**config.mk**
```make
export PLATFORM = sky130hd
export DESIGN_NAME = apsc_top
export DESIGN_NICKNAME = d
export VERILOG_FILES = /design/src/apsc_pkg.sv /design/src/apsc_sync3.sv /design/src/apsc_top.sv
export VERILOG_INCLUDE_DIRS = /design/src /design/src/src
export SDC_FILE = /design/constraint.sdc
export NUM_CORES = 1
export LEC_CHECK = 0
export CORE_UTILIZATION = 65
export CTS_BUF_LIST = sky130_fd_sc_hd__clkbuf_8
export DETAILED_ROUTE_END_ITERATION = 7
export DONT_BUFFER_PORTS = 1
export MAX_ROUTING_LAYER = met4
export PLACE_DENSITY_LB_ADDON = 0.2
export SYNTH_ARGS = -nofsm -noshare
export SYNTH_HDL_FRONTEND = slang
export SYNTH_HIERARCHICAL = 1
export SYNTH_SLANG_ARGS = --single-unit
```
**constraint.sdc**
```tcl
create_clock -name ref_clk -period 3.05 [get_ports ref_clk]
set_input_delay 0.1525 -clock ref_clk [delete_from_list [all_inputs] [get_ports ref_clk]]
set_output_delay 0.1525 -clock ref_clk [all_outputs]
set_load 0.02 [all_outputs]
```
**src/apsc_consts.svh**
```systemverilog
/*
  constants of the converter power-state control: control word fields, reset values and timing
  assumes a 50 ns core clock; the cycle counts are derived from the nominal times
*/
`ifndef APSC_CONSTS_SVH
`define APSC_CONSTS_SVH

// control word field positions on the low bus lines
`define APSC_PD_BIT 3
`define APSC_BANK_BIT 2
`define APSC_CNT_HI 1
`define APSC_CNT_LO 0

// reset values: bank a, one channel, powered up
`define APSC_RST_PD 1'b0
`define APSC_RST_BANK 1'b0
`define APSC_RST_CNT 2'h0

// timing, nominal times in ns
`define APSC_CLK_PERIOD_NS 50
`define APSC_CONV_TIME_NS 3000
`define APSC_POR_TIME_NS 5000
// least times round up to whole cycles
`define APSC_CONV_CYCLES ((`APSC_CONV_TIME_NS + `APSC_CLK_PERIOD_NS - 1) / `APSC_CLK_PERIOD_NS)
`define APSC_POR_CYCLES ((`APSC_POR_TIME_NS + `APSC_CLK_PERIOD_NS - 1) / `APSC_CLK_PERIOD_NS)

// data word width of one result
`define APSC_DATA_W 14

`endif

```
**src/apsc_pkg.sv**
```systemverilog
/*
  types of the converter power-state control
  assumes apsc_consts.svh is on the include path
*/
package apsc_pkg;

  // decoded control word
  typedef struct packed {
    logic powerdown_bit;   // 1 = software power-down
    logic bank_select_bit; // 0 = bank a, 1 = bank b
    logic [1:0] cnt_m1;    // channel count minus one
  } apsc_ctrl_t;

  // sequencer states
  typedef enum logic [1:0] {
    ST_POR,
    ST_IDLE,
    ST_CONV
  } apsc_state_t;

endpackage

```
**src/apsc_sync3.sv**
```systemverilog
/*
  three-stage pin synchroniser with agreement filter
  assumes asynchronous pin inputs; output is a registered clean level
*/
`timescale 1ns/1ns
module apsc_sync3 #(
  parameter int W = 1
) (
  // clock and reset
  input wire logic ref_clk,
  input wire logic reset_n,
  // raw pins and clean levels
  input wire logic [W-1:0] pin,
  output logic [W-1:0] level_ff
);
  logic [W-1:0] s1_ff; // first stage, read only by s2
  logic [W-1:0] s2_ff;
  logic [W-1:0] s3_ff;
  logic [W-1:0] nxt_level;

  // a bit changes only once stages two and three agree
  always_comb begin
    for (int i = 0; i < W; i++) begin
      nxt_level[i] = (s2_ff[i] == s3_ff[i]) ? s2_ff[i] : level_ff[i];
    end
  end

  // idle pins are high (strobes inactive), so reset to ones
  always_ff @(posedge ref_clk or negedge reset_n) begin
    if (!reset_n) begin
      s1_ff <= '1;
      s2_ff <= '1;
      s3_ff <= '1;
      level_ff <= '1;
    end else begin
      s1_ff <= pin;
      s2_ff <= s1_ff;
      s3_ff <= s2_ff;
      level_ff <= nxt_level;
    end
  end
endmodule // apsc_sync3

```
**src/apsc_top.sv**
```systemverilog
/*
  control logic of a two-bank simultaneous-sampling converter: power-on, power-down, sequencing,
  result memory and parallel read-out
  assumes strobes come from an outside processor; the converter core supplies offset-binary data
*/
`include "apsc_consts.svh"
`timescale 1ns/1ns
module apsc_top #(
  parameter int CONV_CYCLES = `APSC_CONV_CYCLES,
  parameter int POR_CYCLES = `APSC_POR_CYCLES,
  parameter int DW = `APSC_DATA_W
) (
  // clock and reset
  input wire logic ref_clk,
  input wire logic reset_n,
  // parallel bus pins
  input wire logic cs_n,
  input wire logic wr_n,
  input wire logic rd_n,
  input wire logic sample_trigger_n,
  input wire logic [DW-1:0] bus_i,
  output logic [DW-1:0] bus_o_ff,
  output logic bus_oe_ff,
  output logic completion_n_ff,
  // converter core side
  input wire logic [DW-1:0] conv_data_i,
  output logic [1:0] conv_channel_ff,
  output logic conv_bank_ff,
  output logic conv_active_ff,
  output logic hold_ff,
  output logic adc_enable_ff,
  output logic ref_buf_enable_ff,
  // status
  output apsc_pkg::apsc_ctrl_t ctrl_ff,
  output logic ready_ff
);
  // counters are 16 bits; refuse counts they cannot hold
  if (CONV_CYCLES < 1 || CONV_CYCLES > 65535) $error("CONV_CYCLES out of range");
  if (POR_CYCLES < 1 || POR_CYCLES > 65535) $error("POR_CYCLES out of range");
  if (DW < 4) $error("DW must cover the control word");

  // synchronised pins: trigger, read, write, select, four control lines
  logic [7:0] pins_raw;
  logic [7:0] pins_ff;
  assign pins_raw = {sample_trigger_n, rd_n, wr_n, cs_n, bus_i[3:0]};

  apsc_sync3 #(.W(8)) u_sync (
    .ref_clk(ref_clk),
    .reset_n(reset_n),
    .pin(pins_raw),
    .level_ff(pins_ff)
  );

  logic trig_n;      // clean trigger level
  logic write_act;   // select and write both low
  logic read_act;    // select and read low, write high
  logic [3:0] cw;    // clean control lines
  assign trig_n = pins_ff[7];
  assign read_act = ~pins_ff[4] & ~pins_ff[6] & pins_ff[5];
  assign write_act = ~pins_ff[4] & ~pins_ff[5];
  assign cw = pins_ff[3:0];

  // state
  apsc_pkg::apsc_state_t state_ff, nxt_state;
  logic [15:0] cnt_ff, nxt_cnt;      // reset interval and per-channel timer
  logic [1:0] ptr_ff, nxt_ptr;       // read-out pointer
  logic trig_prev_ff, nxt_trig_prev; // edge detect history
  logic write_prev_ff, nxt_write_prev;
  logic read_prev_ff, nxt_read_prev;
  logic [3:0] cw_hold_ff, nxt_cw_hold; // lines seen while write active
  logic first_rd_ff, nxt_first_rd;   // no read since completion yet
  apsc_pkg::apsc_ctrl_t nxt_ctrl;
  logic [DW-1:0] nxt_bus_o;
  logic nxt_bus_oe, nxt_completion_n, nxt_ready;
  logic [1:0] nxt_channel;
  logic nxt_bank, nxt_active, nxt_hold, nxt_adc_en, nxt_ref_en;

  // result memory, one word per channel
  logic [DW-1:0] mem [4];
  logic mem_we;
  logic [DW-1:0] mem_wdata;

  logic trig_rise, write_end, read_fall, read_rise, chan_done;
  logic seq_end; // last channel of a sequence finishes this cycle
  assign trig_rise = trig_n & ~trig_prev_ff;
  assign write_end = write_prev_ff & ~write_act;
  assign read_fall = read_act & ~read_prev_ff;
  assign read_rise = read_prev_ff & ~read_act;
  assign chan_done = (state_ff == apsc_pkg::ST_CONV) && (cnt_ff == 16'(CONV_CYCLES - 1));

  // sequencer, control word and read-out
  always_comb begin
    nxt_state = state_ff;
    nxt_cnt = cnt_ff;
    nxt_ptr = ptr_ff;
    nxt_trig_prev = trig_n;
    nxt_write_prev = write_act;
    nxt_read_prev = read_act;
    nxt_cw_hold = write_act ? cw : cw_hold_ff;
    nxt_first_rd = first_rd_ff;
    nxt_ctrl = ctrl_ff;
    nxt_completion_n = completion_n_ff;
    nxt_channel = conv_channel_ff;
    nxt_bank = conv_bank_ff;
    nxt_active = 1'b0;
    nxt_hold = hold_ff;
    seq_end = 1'b0;
    mem_we = 1'b0;
    // core delivers offset binary; flipping the sign bit gives two's complement
    mem_wdata = {~conv_data_i[DW-1], conv_data_i[DW-2:0]};

    // latch the lines at the edge that ends the write, whichever strobe rises
    if (write_end) begin
      nxt_ctrl.powerdown_bit = nxt_cw_hold[`APSC_PD_BIT];
      if (!nxt_cw_hold[`APSC_PD_BIT]) begin
        // wake or reprogram: take bank and count
        nxt_ctrl.bank_select_bit = nxt_cw_hold[`APSC_BANK_BIT];
        nxt_ctrl.cnt_m1 = nxt_cw_hold[`APSC_CNT_HI:`APSC_CNT_LO];
      end
    end

    unique case (state_ff)
      apsc_pkg::ST_POR: begin
        // triggers are not honoured until the reset interval has run
        if (cnt_ff == 16'(POR_CYCLES - 1)) begin
          nxt_state = apsc_pkg::ST_IDLE;
          nxt_cnt = 16'h0000;
        end else begin
          nxt_cnt = cnt_ff + 16'h0001;
        end
      end
      apsc_pkg::ST_IDLE: begin
        // powered-down trigger leaves flag and memory alone
        if (trig_rise && !ctrl_ff.powerdown_bit) begin
          nxt_state = apsc_pkg::ST_CONV;
          nxt_cnt = 16'h0000;
          nxt_channel = 2'h0;
          nxt_bank = ctrl_ff.bank_select_bit;
          nxt_hold = 1'b1;
          nxt_active = 1'b1;
          nxt_ptr = 2'h0;
        end
      end
      apsc_pkg::ST_CONV: begin
        // further triggers ignored until the sequence ends
        nxt_active = 1'b1;
        if (ctrl_ff.powerdown_bit) begin
          // power-down mid-sequence abandons it; flag stays as it was
          nxt_state = apsc_pkg::ST_IDLE;
          nxt_active = 1'b0;
          nxt_hold = 1'b0;
        end else if (chan_done) begin
          mem_we = 1'b1;
          nxt_cnt = 16'h0000;
          if (conv_channel_ff == ctrl_ff.cnt_m1) begin
            nxt_state = apsc_pkg::ST_IDLE;
            nxt_active = 1'b0;
            nxt_hold = 1'b0;
            nxt_completion_n = 1'b0;
            nxt_first_rd = 1'b1;
            seq_end = 1'b1;
          end else begin
            nxt_channel = conv_channel_ff + 2'h1;
          end
        end else begin
          nxt_cnt = cnt_ff + 16'h0001;
        end
      end
      default: nxt_state = apsc_pkg::ST_IDLE;
    endcase

    // read side: first read clears the flag; a completion in the same cycle wins,
    // so a fresh result set is never announced and lost in one step
    if (read_fall && first_rd_ff && !seq_end) begin
      nxt_completion_n = 1'b1;
      nxt_first_rd = 1'b0;
    end
    if (read_rise) begin
      nxt_ptr = (ptr_ff == ctrl_ff.cnt_m1) ? 2'h0 : ptr_ff + 2'h1;
    end

    // bus keeps working in power-down so a wake word gets through
    nxt_bus_oe = read_act;
    nxt_bus_o = mem[nxt_ptr];
    nxt_ready = (nxt_state == apsc_pkg::ST_IDLE) && !nxt_ctrl.powerdown_bit;
    nxt_adc_en = !nxt_ctrl.powerdown_bit;
    nxt_ref_en = !nxt_ctrl.powerdown_bit;
  end

  // register everything; reset lands in bank a single-channel with flag high
  always_ff @(posedge ref_clk or negedge reset_n) begin
    if (!reset_n) begin
      state_ff <= apsc_pkg::ST_POR;
      cnt_ff <= 16'h0000;
      ptr_ff <= 2'h0;
      trig_prev_ff <= 1'b1;
      write_prev_ff <= 1'b0;
      read_prev_ff <= 1'b0;
      cw_hold_ff <= 4'h0;
      first_rd_ff <= 1'b0;
      ctrl_ff <= '{`APSC_RST_PD, `APSC_RST_BANK, `APSC_RST_CNT};
      completion_n_ff <= 1'b1;
      conv_channel_ff <= 2'h0;
      conv_bank_ff <= 1'b0;
      conv_active_ff <= 1'b0;
      hold_ff <= 1'b0;
      adc_enable_ff <= 1'b1;
      ref_buf_enable_ff <= 1'b1;
      bus_o_ff <= '0;
      bus_oe_ff <= 1'b0;
      ready_ff <= 1'b0;
    end else begin
      state_ff <= nxt_state;
      cnt_ff <= nxt_cnt;
      ptr_ff <= nxt_ptr;
      trig_prev_ff <= nxt_trig_prev;
      write_prev_ff <= nxt_write_prev;
      read_prev_ff <= nxt_read_prev;
      cw_hold_ff <= nxt_cw_hold;
      first_rd_ff <= nxt_first_rd;
      ctrl_ff <= nxt_ctrl;
      completion_n_ff <= nxt_completion_n;
      conv_channel_ff <= nxt_channel;
      conv_bank_ff <= nxt_bank;
      conv_active_ff <= nxt_active;
      hold_ff <= nxt_hold;
      adc_enable_ff <= nxt_adc_en;
      ref_buf_enable_ff <= nxt_ref_en;
      bus_o_ff <= nxt_bus_o;
      bus_oe_ff <= nxt_bus_oe;
      ready_ff <= nxt_ready;
    end
  end

  // results are not reset: a word stays undefined until its channel first finishes a conversion
  always_ff @(posedge ref_clk) begin
    if (mem_we) begin
      mem[conv_channel_ff] <= mem_wdata;
    end
  end
endmodule // apsc_top
```
== Word-level counts from Yosys, hierarchy flattened ==
Memory sizes are Yosys's and may differ from the RTL's. A register that Yosys moved wholly into a read port is not among the register bits.
Cells that the tools add are included.

* Output and inout bits: 28
* Register bits: 72
* Memories: 1
* Bits in writable memories: 56
* Input port bits: 34
* Logic and storage cells: 142

* Reductions and logical operators: 21
* Muxes and demuxes: 50
* Equality and inequality tests: 22
* $add $sub $neg: 3
* Bitwise logic cells: 16

{| class="wikitable"
|+ Memory list
! memory !! words !! width !! read ports !! clocked after Yosys merged registers in !! write ports !! RTL line !! RTL
|-
| mem || 4 || 14 || 1 || 1 || 1 || apsc_top.sv:79 || <nowiki>logic [DW-1:0] mem [4];</nowiki>
|}

{| class="wikitable"
|+ Operators with widths
! kind !! count
|-
| $mux W16 || 4
|-
| $pmux W16 S3 || 1
|-
| $mux W2 || 13
|-
| $mux W1 || 25
|-
| $add A16 B1 Y16 const B || 1
|-
| $eq A16 B6 Y1 const B || 1
|-
| $eq A16 B7 Y1 const B || 1
|-
| $not A1 Y1 || 9
|-
| $eq A1 B1 Y1 || 8
|-
| $mux W4 || 2
|-
| $ne A2 B2 Y1 const B || 4
|-
| $reduce_and A4 Y1 || 2
|-
| $reduce_bool A2 Y1 || 4
|-
| $and A1 B1 Y1 || 7
|-
| $pmux W2 S3 || 1
|-
| $logic_and A1 B1 Y1 || 5
|-
| $reduce_and A5 Y1 || 1
|-
| $add A2 B1 Y2 const B || 2
|-
| $eq A2 B1 Y1 const B || 2
|-
| $eq A2 B2 Y1 || 2
|-
| $logic_not A1 Y1 || 4
|-
| $pmux W1 S2 || 2
|-
| $pmux W2 S2 || 1
|-
| $reduce_and A2 Y1 || 2
|-
| other kinds (8) || 8
|}

== Depth between registers and ports, before layout ==
Gate-level depths: netlist of the first run.

* Depth after elaboration: 9
* Mapped depth: 10
* Gate-level depth less buffers: 7

== Cells and area by module ==
The synthesis of the first run kept the hierarchy.

{| class="wikitable"
|+ Modules (own cells, without submodules)
! module !! cells each !! instances !! seq. area each (µm²) !! area an instance (µm²)
|-
| apsc_top || 339 || 1 || 3036.7 || 4648.2
|-
| apsc_sync3 || 40 || 1 || 840.8 || 930.9
|}

== Worst setup path before layout of the first run ==
OpenSTA, ideal clock, no wires.

* Kind: register to register
* Start: register cnt_ff[0]
* End: memory mem[0][0] (netlist name) (enable)
* Required time: 2.684 ns
* Period minus slack after synthesis: 2.555 ns
* Slack: 0.495 ns
* Buffers on the path: 0
* Cell stages (with the launch flop): 6
* Arrival: 2.188 ns
* Setup time: 0.366 ns
* Cell sequence: dfrtp_1 > ha_1 > or4bb_1 > nor4_4 > nor2b_1 > and2_1

* Word-level cells in the longest chain between the ends: 7

{| class="wikitable"
|+ Ends and longest elaborated chain
! element !! RTL line !! RTL
|-
| start, declared || apsc_top.sv:65 || <nowiki>logic [15:0] cnt_ff, nxt_cnt;</nowiki>
|-
| start signal, assigned || apsc_top.sv:214 || <nowiki>cnt_ff <= nxt_cnt;</nowiki>
|-
| $eq A16 B6 Y1 || apsc_top.sv:89 || <nowiki>assign chan_done = (state_ff == apsc_pkg::ST_CONV) && (cnt_ff == 16'(CONV_CYCLES - 1));</nowiki>
|-
| $logic_and A1 B1 Y1 || apsc_top.sv:89 ||
|-
| $mux W1 || apsc_top.sv:152 || <nowiki>end else if (chan_done) begin</nowiki>
|-
| $mux W1 || apsc_top.sv:147 || <nowiki>if (ctrl_ff.powerdown_bit) begin</nowiki>
|-
| $mux W1 || apsc_top.sv:122 || <nowiki>unique case (state_ff)</nowiki>
|-
| $mux W1 || apsc_top.sv:237 || <nowiki>if (mem_we) begin</nowiki>
|-
| $mux W1 (not written as such) || apsc_top.sv:238 || <nowiki>mem[conv_channel_ff] <= mem_wdata;</nowiki>
|-
| end, declared || apsc_top.sv:79 ||
|}

Every way passes these cells.

== Final worst setup path of the first run ==
* Start: register cnt_ff[0]
* End: memory mem[3][2] (netlist name) (enable)

Same word-level chain as after synthesis.

==> flow_summary.toml, run 1 <==
[min_path]
holdPathStages = 1
hold_path_startpoint = "bus_i[0]"
hold_class = "in -> reg"

[grt]
grt_most_used_layer = "met2"
grt_overflow = 0
pin_count_of_the_biggest_net_entering_global_routing = 87
number_of_antenna_violations_at_the_first_check_in_global_routing = 0
met1_usage_pct = 28.85
gr_met2_demand_resource_pct = 41.67
grt_pass1_vias = 3291
globalRouteMet3Util_pct = 7.568
first_pass_grt_wire_length_um = 15960
gr-usage-all-layers_pct = 25.24

[detailed_routing]
detail_route.first_pass.iterations = 4
wirelength_um = 10010
routed_wire_length_per_instance_um = 18.61
vias_per_cell = 5.905
drtAntennaViolNets = 0
routed-via-count = 3177
dr.first_iter.drc_count = 138
drc = 0

[power]
power.share.switching_pct = 29.96
power.total_mw = 4.631
total_leakage_power_nw = 2.497
power_report.internal_total_mw = 3.244
share_seq_of_total_power_pct = 54.1
max-vdd-ir-drop_v = 0.0004996
switching_power_mw = 1.387
comb_power_share_pct = 12.9
clock_power_share_pct = 33.0
power.density_cell_area_nw_per_um2 = 724.6

[synth]
post_synth_most_frequent_cells = "sky130_fd_sc_hd__edfxtp_1, sky130_fd_sc_hd__dfrtp_1, sky130_fd_sc_hd__mux2i_1"
synth-edff-count = 56
synth_top_area_share_pct = 30.14
syn-cell-area_um2 = 5579
per_instance_average_area_after_synthesis_um2 = 14.72
synth.top_cells.by_area = "sky130_fd_sc_hd__edfxtp_1, sky130_fd_sc_hd__dfrtp_1, sky130_fd_sc_hd__dfstp_2"
synth.lib_cells_used.distinct = 52
seq_area_frac_synth_pct = 69.50
synth-warning-count = 6
most_frequently_used_flop_master_after_synthesis = "sky130_fd_sc_hd__edfxtp_1"
synthCells = 379
synth.largest_area_cell = "sky130_fd_sc_hd__edfxtp_1"
ys_seq_elements = 142
postSynthNetCount = 422
async_reset_ff_share_pct = 60.56
synth.most_common_cell = "sky130_fd_sc_hd__edfxtp_1"

[worst_setup_path]
crit_required_ns = 3.18
crit_path_max_fanout = 14
worstSetupStartpoint = "cnt_ff[0]$_DFFE_PN0P_"
timing_worst_setup_path_type = "reg -> reg"
reg_to_reg_start = "cnt_ff[0]$_DFFE_PN0P_"
critPathSlowestCell = "sky130_fd_sc_hd__or4bb_1"
crit_path_end_kind = "register"
critical_path.cell_chain = "ha_1, or4bb_1, nor4_4, nor2b_1, and2_1, buf_4"
length_in_cells_of_the_worst_reg_to_reg_path = 6
crit_path_start_kind = "register"
cp_arrival_ns = 2.74
critPathMaxStageDelay_ns = 0.56

[floorplanning]
placementRows = 33
core_area_um2 = 8258
chipHeight_um = 94.65
pin_count = 62
die_w_um = 94.65
initial_utilization_pct = 67.56
fp.dieArea_um2 = 8958

[clock_network]
cts_tree = "built"
cts_max_level = 4
ctsHoldBuffers = 24
numClockSinks = 142
cts_post_setup_buffers_inserted = 0
cts_made_buffers = 17
cts-root-buf = "sky130_fd_sc_hd__clkbuf_8"
clk-insertion-delay-late_ns = 0.44
cts.repair.resized = 0
clockBufferDepth = 2
cts.clk_slew.worst_paths_ns = 0.09

[sta]
max_freq_ghz = 0.3823
tightestPinTransition_ns = 0.8857
worst_slew_margin_rel_pct = 40.33
report.final.setup_viol = 0
min_period_ns = 2.615
timing.final.hold_violations = 0
unrepaired_setup_endpoints_after_global_routing = "no"
final-max-slew-violation-count = 0
clock_skew_ns = 0.01060
setup-tns-final_ns = 0
timing.final.crit_share_pct = 85.75

[layout]
antenna_cells_inserted = 0
finish.net_count = 463
layout.filler_cells = 467
postLayoutCellArea_um2 = 6391
share_of_final_layout_standard_cells_stronger_than_drive_strength_1_pct = 23.56
area_growth_pct = 14.55

[place]
hpwl_um = 5945
routabilityCongestion = 0.8551
placement.io_buffers = 0
postPlaceCellArea_um2 = 5725

[run_status]
run_status = "completed"

[run]
maxCapViolCount = 0
cell families after synthesis:
| kind of cell | Yosys count | share of synthesized area, % |
|---|---|---|
| mux | 52 | 9.599 |
| simple gates | 93 | 9.240 |
| buf+inv | 23 | 1.839 |
| compound gates | 49 | 5.719 |
| xor+xnor | 3 | 0.4710 |
| fa+ha+maj | 17 | 3.633 |
| flops | 142 | 69.50 |
critical path: cells and delay by family, from the launching register on:
family	cells	cell delay (ns)
DFF	1	0.43
and+or+nand+nor	4	1.41
buffers and inverters	1	0.24
adders and majority gates	1	0.22
state kept, by name, summed over array words and instances, names as in the netlist, 2 cells and up:
name and cells:
mem 56, cnt_ff 16, bus_o_ff 14, u_sync/level_ff 8, u_sync/s1_ff 8, u_sync/s2_ff 8, u_sync/s3_ff 8, ctrl_ff 4
cw_hold_ff 4, conv_channel_ff 2, ptr_ff 2, state_ff 2
power by group through the flow:
| stage | logic (mW) | clock network, mW | registers [mW] |
|---|---|---|---|
| after CTS | 0.600 | 1.54 | 2.50 |
| after floorplan | 0.483 | 0 | 2.48 |
| after detailed placement | 0.534 | 0 | 2.54 |
| after global placement | 0.520 | 0 | 2.53 |
| after global routing | 0.644 | 1.64 | 2.53 |
| final | 0.598 | 1.53 | 2.50 |
layer usage:
metal  vias to the layer above  wire, um
met5                         -         0
met1                      1615      4269
li1                       1476         -
met2                        68      5035
met3                        18       496
met4                         0       210
cell type report:
type / instances / area (um2) / share of cell area [%]
Clock inverter: 15 / 173.9 / 2.721
Multi-Input combinational cell: 214 / 1600 / 25.04
Tap cell: 105 / 131.4 / 2.056
Timing Repair Buffer: 34 / 332.8 / 5.208
Sequential cell: 142 / 3877 / 60.67
Clock buffer: 17 / 234.0 / 3.661
Inverter: 11 / 41.29 / 0.6460
per-stage QoR:
step | std cells | hold WS [ns] | setup slack, ns | utilization (%)
floorplan | 379 | -0.1431 | 0.4953 | -
global placement | 482 | -0.1408 | 0.5161 | 69.33
detailed placement | 482 | -0.1395 | 0.4538 | 69.33
CTS | 538 | 0.2347 | 0.4168 | 77.39
global route | 538 | 0.2321 | 0.2409 | 77.39
finish | 538 | 0.2467 | 0.4345 | 77.39
path summary, 6_finish.rpt:
check,slack [ns],to
max reg2reg,0.43,mem[3][2]$_DFFE_PP_
min,0.25,u_sync/s1_ff[0]$_DFF_PN1_
min reg2reg,0.36,u_sync/s2_ff[4]$_DFF_PN1_
min in group asynchronous,0.30,cw_hold_ff[1]$_DFF_PN0_
max,0.43,mem[3][2]$_DFFE_PP_
max in group asynchronous,2.41,u_sync/level_ff[5]$_DFFE_PN1N_
layout by cell type (no fill, tap or decap), types with 6 or more instances in the layout:
cell type and count:
sky130_fd_sc_hd__edfxtp_1 56, sky130_fd_sc_hd__dfrtp_1 51, sky130_fd_sc_hd__mux2i_1 43, sky130_fd_sc_hd__dfstp_2 35, sky130_fd_sc_hd__nand2_1 24, sky130_fd_sc_hd__dlygate4sd3_1 23
sky130_fd_sc_hd__nand3_1 21, sky130_fd_sc_hd__clkbuf_8 17, sky130_fd_sc_hd__o21ai_0 16, sky130_fd_sc_hd__inv_1 11, sky130_fd_sc_hd__nor2_1 11, sky130_fd_sc_hd__a21oi_1 10
sky130_fd_sc_hd__buf_4 10, sky130_fd_sc_hd__ha_1 9, sky130_fd_sc_hd__mux2_2 8, sky130_fd_sc_hd__maj3_2 8, sky130_fd_sc_hd__inv_6 6
Power figures use the tool's default switching activity.
==> run 2: changes to the inputs <==
--- a/config.mk
+++ b/config.mk
@@ -11,7 +11,7 @@
 export DETAILED_ROUTE_END_ITERATION = 7
 export DONT_BUFFER_PORTS = 1
 export MAX_ROUTING_LAYER = met4
-export PLACE_DENSITY_LB_ADDON = 0.2
+export PLACE_DENSITY_LB_ADDON = 0.1
 export SYNTH_ARGS = -nofsm -noshare
 export SYNTH_HDL_FRONTEND = slang
 export SYNTH_HIERARCHICAL = 1
==> run 2 against run 1 <==
  * Non-clock buffer count shrank 1
  * Largest power group unchanged
  * Global-route usage shrank 0.91 points
  * Critical path type unchanged
  * Sequential power is essentially flat
  * Final cell count shrank 0.19%
  * Wire length shrank 4.1%
  * Combinational power grew 4.2%
  * Clock skew grew 0.0018 ns
  * Fmax shrank 3.0%
  * Die area is the same
  * Critical path depth is the same
  * Power shrank 0.73%
==> flow_summary.toml, run 2 (synthesized netlist as in run 1, its figures left out) <==
[run_status]
run_status = "completed"

[clock_network]
cts_tree = "built"
clk-insertion-delay-late_ns = 0.44
cts_max_level = 4
ctsHoldBuffers = 24
cts_made_buffers = 17
cts-root-buf = "sky130_fd_sc_hd__clkbuf_8"
cts.clk_slew.worst_paths_ns = 0.09
cts.repair.resized = 0
clockBufferDepth = 2
cts_post_setup_buffers_inserted = 0
numClockSinks = 142

[floorplanning]
placementRows = 33
fp.dieArea_um2 = 8958
chipHeight_um = 94.65
core_area_um2 = 8258
initial_utilization_pct = 67.56
pin_count = 62
die_w_um = 94.65

[sta]
min_period_ns = 2.696
final-max-slew-violation-count = 0
clock_skew_ns = 0.01236
max_freq_ghz = 0.3709
timing.final.crit_share_pct = 88.41
tightestPinTransition_ns = 0.7553
report.final.setup_viol = 0
worst_slew_margin_rel_pct = 49.11
timing.final.hold_violations = 0
setup-tns-final_ns = 0
unrepaired_setup_endpoints_after_global_routing = "no"

[detailed_routing]
routed_wire_length_per_instance_um = 17.89
drc = 0
vias_per_cell = 5.864
drtAntennaViolNets = 0
detail_route.first_pass.iterations = 4
wirelength_um = 9605
routed-via-count = 3149
dr.first_iter.drc_count = 121

[min_path]
holdPathStages = 1
hold_class = "in -> reg"

[layout]
area_growth_pct = 14.40
finish.net_count = 462
top_regs = "mem (56), cnt_ff (16), bus_o_ff (14)"
largest_register_ffs = 56
final_common_cell = "sky130_fd_sc_hd__edfxtp_1"
share_of_final_layout_standard_cells_stronger_than_drive_strength_1_pct = 23.61
top_register = "mem"
antenna_cells_inserted = 0
finish.cell_count_without_fillers = 537
most-common-layout-cells = "sky130_fd_sc_hd__edfxtp_1, sky130_fd_sc_hd__dfrtp_1, sky130_fd_sc_hd__mux2i_1, sky130_fd_sc_hd__dfstp_2, sky130_fd_sc_hd__nand2_1"
layout.filler_cells = 477

[power]
total_leakage_power_nw = 2.490
power.density_cell_area_nw_per_um2 = 720.3
max-vdd-ir-drop_v = 0.0004626

[grt]
first_pass_grt_wire_length_um = 15400
grt_overflow = 0
gr-usage-all-layers_pct = 24.34
grt_most_used_layer = "met2"
gr_met2_demand_resource_pct = 37.41
grt_pass1_vias = 3202
met1_usage_pct = 30.31
number_of_antenna_violations_at_the_first_check_in_global_routing = 0
pin_count_of_the_biggest_net_entering_global_routing = 87
globalRouteMet3Util_pct = 6.361

[worst_setup_path]
critPathSlowestCell = "sky130_fd_sc_hd__or4bb_1"
critical_path.cell_chain = "ha_1, or4bb_1, nor4_4, nor2b_1, and2_1, buf_4"
crit_path_start_kind = "register"
cp_arrival_ns = 2.82
crit_path_max_fanout = 14
critPathMaxStageDelay_ns = 0.56
length_in_cells_of_the_worst_reg_to_reg_path = 6
crit_required_ns = 3.17
timing_worst_setup_path_type = "reg -> reg"
crit_path_end_kind = "register"

[place]
placement.io_buffers = 0
routabilityCongestion = 0.8203
hpwl_um = 5832
inst_count_dp = 481

[run]
maxCapViolCount = 0
==> run 2: cell types whose count changed in the layout (fill, tap and decap cells not counted), sizes merged <==
cell | previous run | this run
clkinv | 2 | 1
buf | 11 | 10
inv | 20 | 22
bufinv | 2 | 1
==> run 2: metal layers <==
metal | wire [um] | vias up | share of wire (%)
met3 | 548 | 21 | 5.7
met1 | 4080 | 1551 | 42
li1 | - | 1475 | -
met4 | 180 | 0 | 1.9
met5 | 0 | - | 0
met2 | 4796 | 102 | 50
==> run 2: cell type report <==
| type | count | area [um2] | area share [%] |
|---|---|---|---|
| sequential | 142 | 3877 | 60.75 |
| tap | 105 | 131.4 | 2.058 |
| multi-input combinational | 214 | 1600 | 25.07 |
| clock buffer | 17 | 234.0 | 3.666 |
| inverter | 11 | 41.29 | 0.6469 |
| clock inverter | 15 | 160.2 | 2.509 |
| timing repair buffer | 33 | 337.8 | 5.293 |
==> run 2: path summary, 6_finish.rpt <==
path,start,end,slack [ns]
setup / recovery,cnt_ff[0]$_DFFE_PN0P_,mem[0][0]$_DFFE_PP_,0.35
hold / removal,bus_i[3],u_sync/s1_ff[3]$_DFF_PN1_,0.25
setup reg to reg,cnt_ff[0]$_DFFE_PN0P_,mem[0][0]$_DFFE_PP_,0.35
hold reg to reg,u_sync/s1_ff[7]$_DFF_PN1_,u_sync/s2_ff[7]$_DFF_PN1_,0.36
max in group asynchronous,reset_n,completion_n_ff$_DFFE_PN1P_,2.38
min in group asynchronous,reset_n,cnt_ff[11]$_DFFE_PN0P_,0.33
==> run 2: worst max-delay path: cells and delay by family, from the launching register on <==
family	cells	cell delay [ns]
AND/OR/NAND/NOR	4	1.48
adder cells (fa/ha/maj)	1	0.23
flip-flops	1	0.42
buffers and inverters	1	0.25
==> run 2: through the flow <==
| stage | hold slack (ns) | instance area [um2] | total power [mW] | worst slack [ns] | utilization [%] |
|---|---|---|---|---|---|
| after floorplan | -0.1431 | 5579 | 2.966 | 0.4953 | - |
| after global placement | -0.1412 | 5731 | 3.073 | 0.4396 | 69.39 |
| after detailed placement | -0.1406 | 5731 | 3.101 | 0.4053 | 69.39 |
| after CTS | 0.2304 | 6382 | 4.631 | 0.3667 | 77.29 |
| after global routing | 0.2323 | 6382 | 4.781 | 0.1905 | 77.29 |
| final | 0.2507 | 6382 | 4.597 | 0.3536 | 77.29 |
==> run 2: power breakdown <==
part	switching (mW)	internal [mW]	total, mW
registers	0.306	2.20	2.50
logic	0.314	0.309	0.623
clock network	0.787	0.685	1.47
total	1.41	3.19	4.60
==> run 3: changes to the inputs <==
--- a/config.mk
+++ b/config.mk
@@ -6,7 +6,9 @@
 export SDC_FILE = /design/constraint.sdc
 export NUM_CORES = 1
 export LEC_CHECK = 0
-export CORE_UTILIZATION = 65
+export CELL_PAD_IN_SITES_DETAIL_PLACEMENT = 1
+export CELL_PAD_IN_SITES_GLOBAL_PLACEMENT = 1
+export CORE_UTILIZATION = 55
 export CTS_BUF_LIST = sky130_fd_sc_hd__clkbuf_8
 export DETAILED_ROUTE_END_ITERATION = 7
 export DONT_BUFFER_PORTS = 1
==> run 3 against run 2 <==
  * Hold slack gained 0.022 ns
  * Clock skew grew 0.0023 ns
  * Largest power group unchanged
  * Sequential share of layout area shrank 0.53 points
  * Via count grew 0.38%
  * Power grew 1.6%
  * Wire length grew 14%
  * Largest cell class unchanged
==> flow_summary.toml, run 3 (synthesized netlist as in run 1, its figures left out) <==
[power]
clock_power_share_pct = 33.1
power.total_mw = 4.672
power_report.internal_total_mw = 3.358
max-vdd-ir-drop_v = 0.0004191
comb_power_share_pct = 13.4
share_seq_of_total_power_pct = 53.5
switching_power_mw = 1.314
total_leakage_power_nw = 2.513
power.share.switching_pct = 28.13
power.density_cell_area_nw_per_um2 = 725.6

[layout]
layout.filler_cells = 945
share_of_final_layout_standard_cells_stronger_than_drive_strength_1_pct = 23.33
multi_input_comb_area_um2 = 1600
layout.area.seq_um2 = 3877
fin_util_pct = 65.57
area_growth_pct = 15.41
top_regs = "mem (56), cnt_ff (16), bus_o_ff (14)"
finish.net_count = 463
antenna_cells_inserted = 0
top_register = "mem"
largest_register_ffs = 56
most-common-layout-cells = "sky130_fd_sc_hd__edfxtp_1, sky130_fd_sc_hd__dfrtp_1, sky130_fd_sc_hd__mux2i_1, sky130_fd_sc_hd__dfstp_2, sky130_fd_sc_hd__nand2_1"
final_common_cell = "sky130_fd_sc_hd__edfxtp_1"

[sta]
report.final.setup_viol = 0
setup-tns-final_ns = 0
unrepaired_setup_endpoints_after_global_routing = "no"
timing.final.crit_share_pct = 85.67
worst_slack_ns = 0.4371
max_freq_ghz = 0.3827
final-max-slew-violation-count = 0
min_period_ns = 2.613
clock_skew_ns = 0.01468
tightestPinTransition_ns = 0.8076
timing.final.hold_violations = 0
worst_slew_margin_rel_pct = 45.59
worst_hold_slack_ns = 0.2724

[grt]
grt_overflow = 0
grt_pass1_vias = 3363
gr-usage-all-layers_pct = 23.48
number_of_antenna_violations_at_the_first_check_in_global_routing = 0
first_pass_grt_wire_length_um = 17290
pin_count_of_the_biggest_net_entering_global_routing = 87

[detailed_routing]
vias_per_cell = 5.585
drtAntennaViolNets = 0
routed-via-count = 3161
detail_route.first_pass.iterations = 4
routed_wire_length_per_instance_um = 19.40
drc = 0
wirelength_um = 10980
dr.first_iter.drc_count = 89

[floorplanning]
initial_utilization_pct = 56.82
pin_count = 62
fp.dieArea_um2 = 10550
placementRows = 36
chipHeight_um = 102.7
die_w_um = 102.7
core_area_um2 = 9819

[worst_setup_path]
critical_path.cell_chain = "ha_1, or4bb_1, nor4_4, nor2b_1, and2_1, buf_4"
cp_top_family = "simple AND/OR/NAND/NOR gates"
reg_to_reg_start = "cnt_ff[0]$_DFFE_PN0P_"
critPathMaxStageDelay_ns = 0.56
critPathSlowestCell = "sky130_fd_sc_hd__or4bb_1"
timing_worst_setup_path_type = "reg -> reg"
length_in_cells_of_the_worst_reg_to_reg_path = 6
crit_path_end_kind = "register"
count_of_cell_instances_traversed_by_the_critical_path = 6
crit_path_max_fanout = 14
crit_required_ns = 3.16
worstSetupStartpoint = "cnt_ff[0]$_DFFE_PN0P_"
crit_path_start_kind = "register"
cp_arrival_ns = 2.72
crit_buf_inv = 1

[place]
routabilityCongestion = 0.7957
preCtsSetupSlack_ns = 0.4424
hpwl_um = 6702
placement.io_buffers = 0

[clock_network]
clockBufferDepth = 2
numClockSinks = 142
clk-insertion-delay-late_ns = 0.43
cts_made_buffers = 17
cts_post_setup_buffers_inserted = 0
cts_max_level = 4
cts_tree = "built"
cts.clk_slew.worst_paths_ns = 0.07
cts-root-buf = "sky130_fd_sc_hd__clkbuf_8"

[min_path]
holdPathStages = 1
hold_class = "in -> reg"
hold_path_startpoint = "sample_trigger_n"

[run]
maxCapViolCount = 0

[run_status]
run_status = "completed"
[run 3: power groups by stage]
stage	Clock, mW	Sequential (mW)	Combinational, mW
global route	1.65	2.53	0.675
floorplan	0	2.48	0.483
CTS	1.58	2.50	0.619
global placement	0	2.52	0.519
detailed placement	0	2.54	0.549
finish	1.54	2.50	0.626
[run 3: area by class of cell]
type | count | share of cell area (%)
multi-input cells | 214 | 24.85
clock buffers | 20 | 4.275
inverters | 11 | 0.6413
well taps | 133 | 2.585
repair buffers | 34 | 5.169
flip-flops and latches | 142 | 60.22
clock inverters | 12 | 2.254
[run 3: per-layer routing]
metal	part of all wire [%]	GRT usage, %	vias to the layer above
met5	0	-	-
met4	1.7	9.451	0
met3	3.0	5.220	16
met2	51	38.92	63
met1	44	27.93	1607
li1	-	-	1475
[run 3: final timing paths]
check,end,slack (ns)
hold reg to reg,u_sync/s2_ff[4]$_DFF_PN1_,0.35
max in group asynchronous,u_sync/s2_ff[7]$_DFF_PN1_,2.37
setup / recovery,mem[3][8]$_DFFE_PP_,0.44
hold / removal,u_sync/s1_ff[7]$_DFF_PN1_,0.27
setup reg to reg,mem[3][8]$_DFFE_PP_,0.44
min in group asynchronous,bus_o_ff[7]$_DFF_PN0_,0.29
[run 3: repair_timing]
item	4_1_cts	5_1_grt
resized for setup	0	0
endpoints found under the setup margin	0	0
hold endpoints to repair	150	0
hold buffers	24	0
[run 3: stage by stage]
step	instance area (um2)	instances
after global routing	6439	566
final	6439	566
after CTS	6439	566
after global placement	5761	510
after floorplan	5579	379
after detailed placement	5761	510
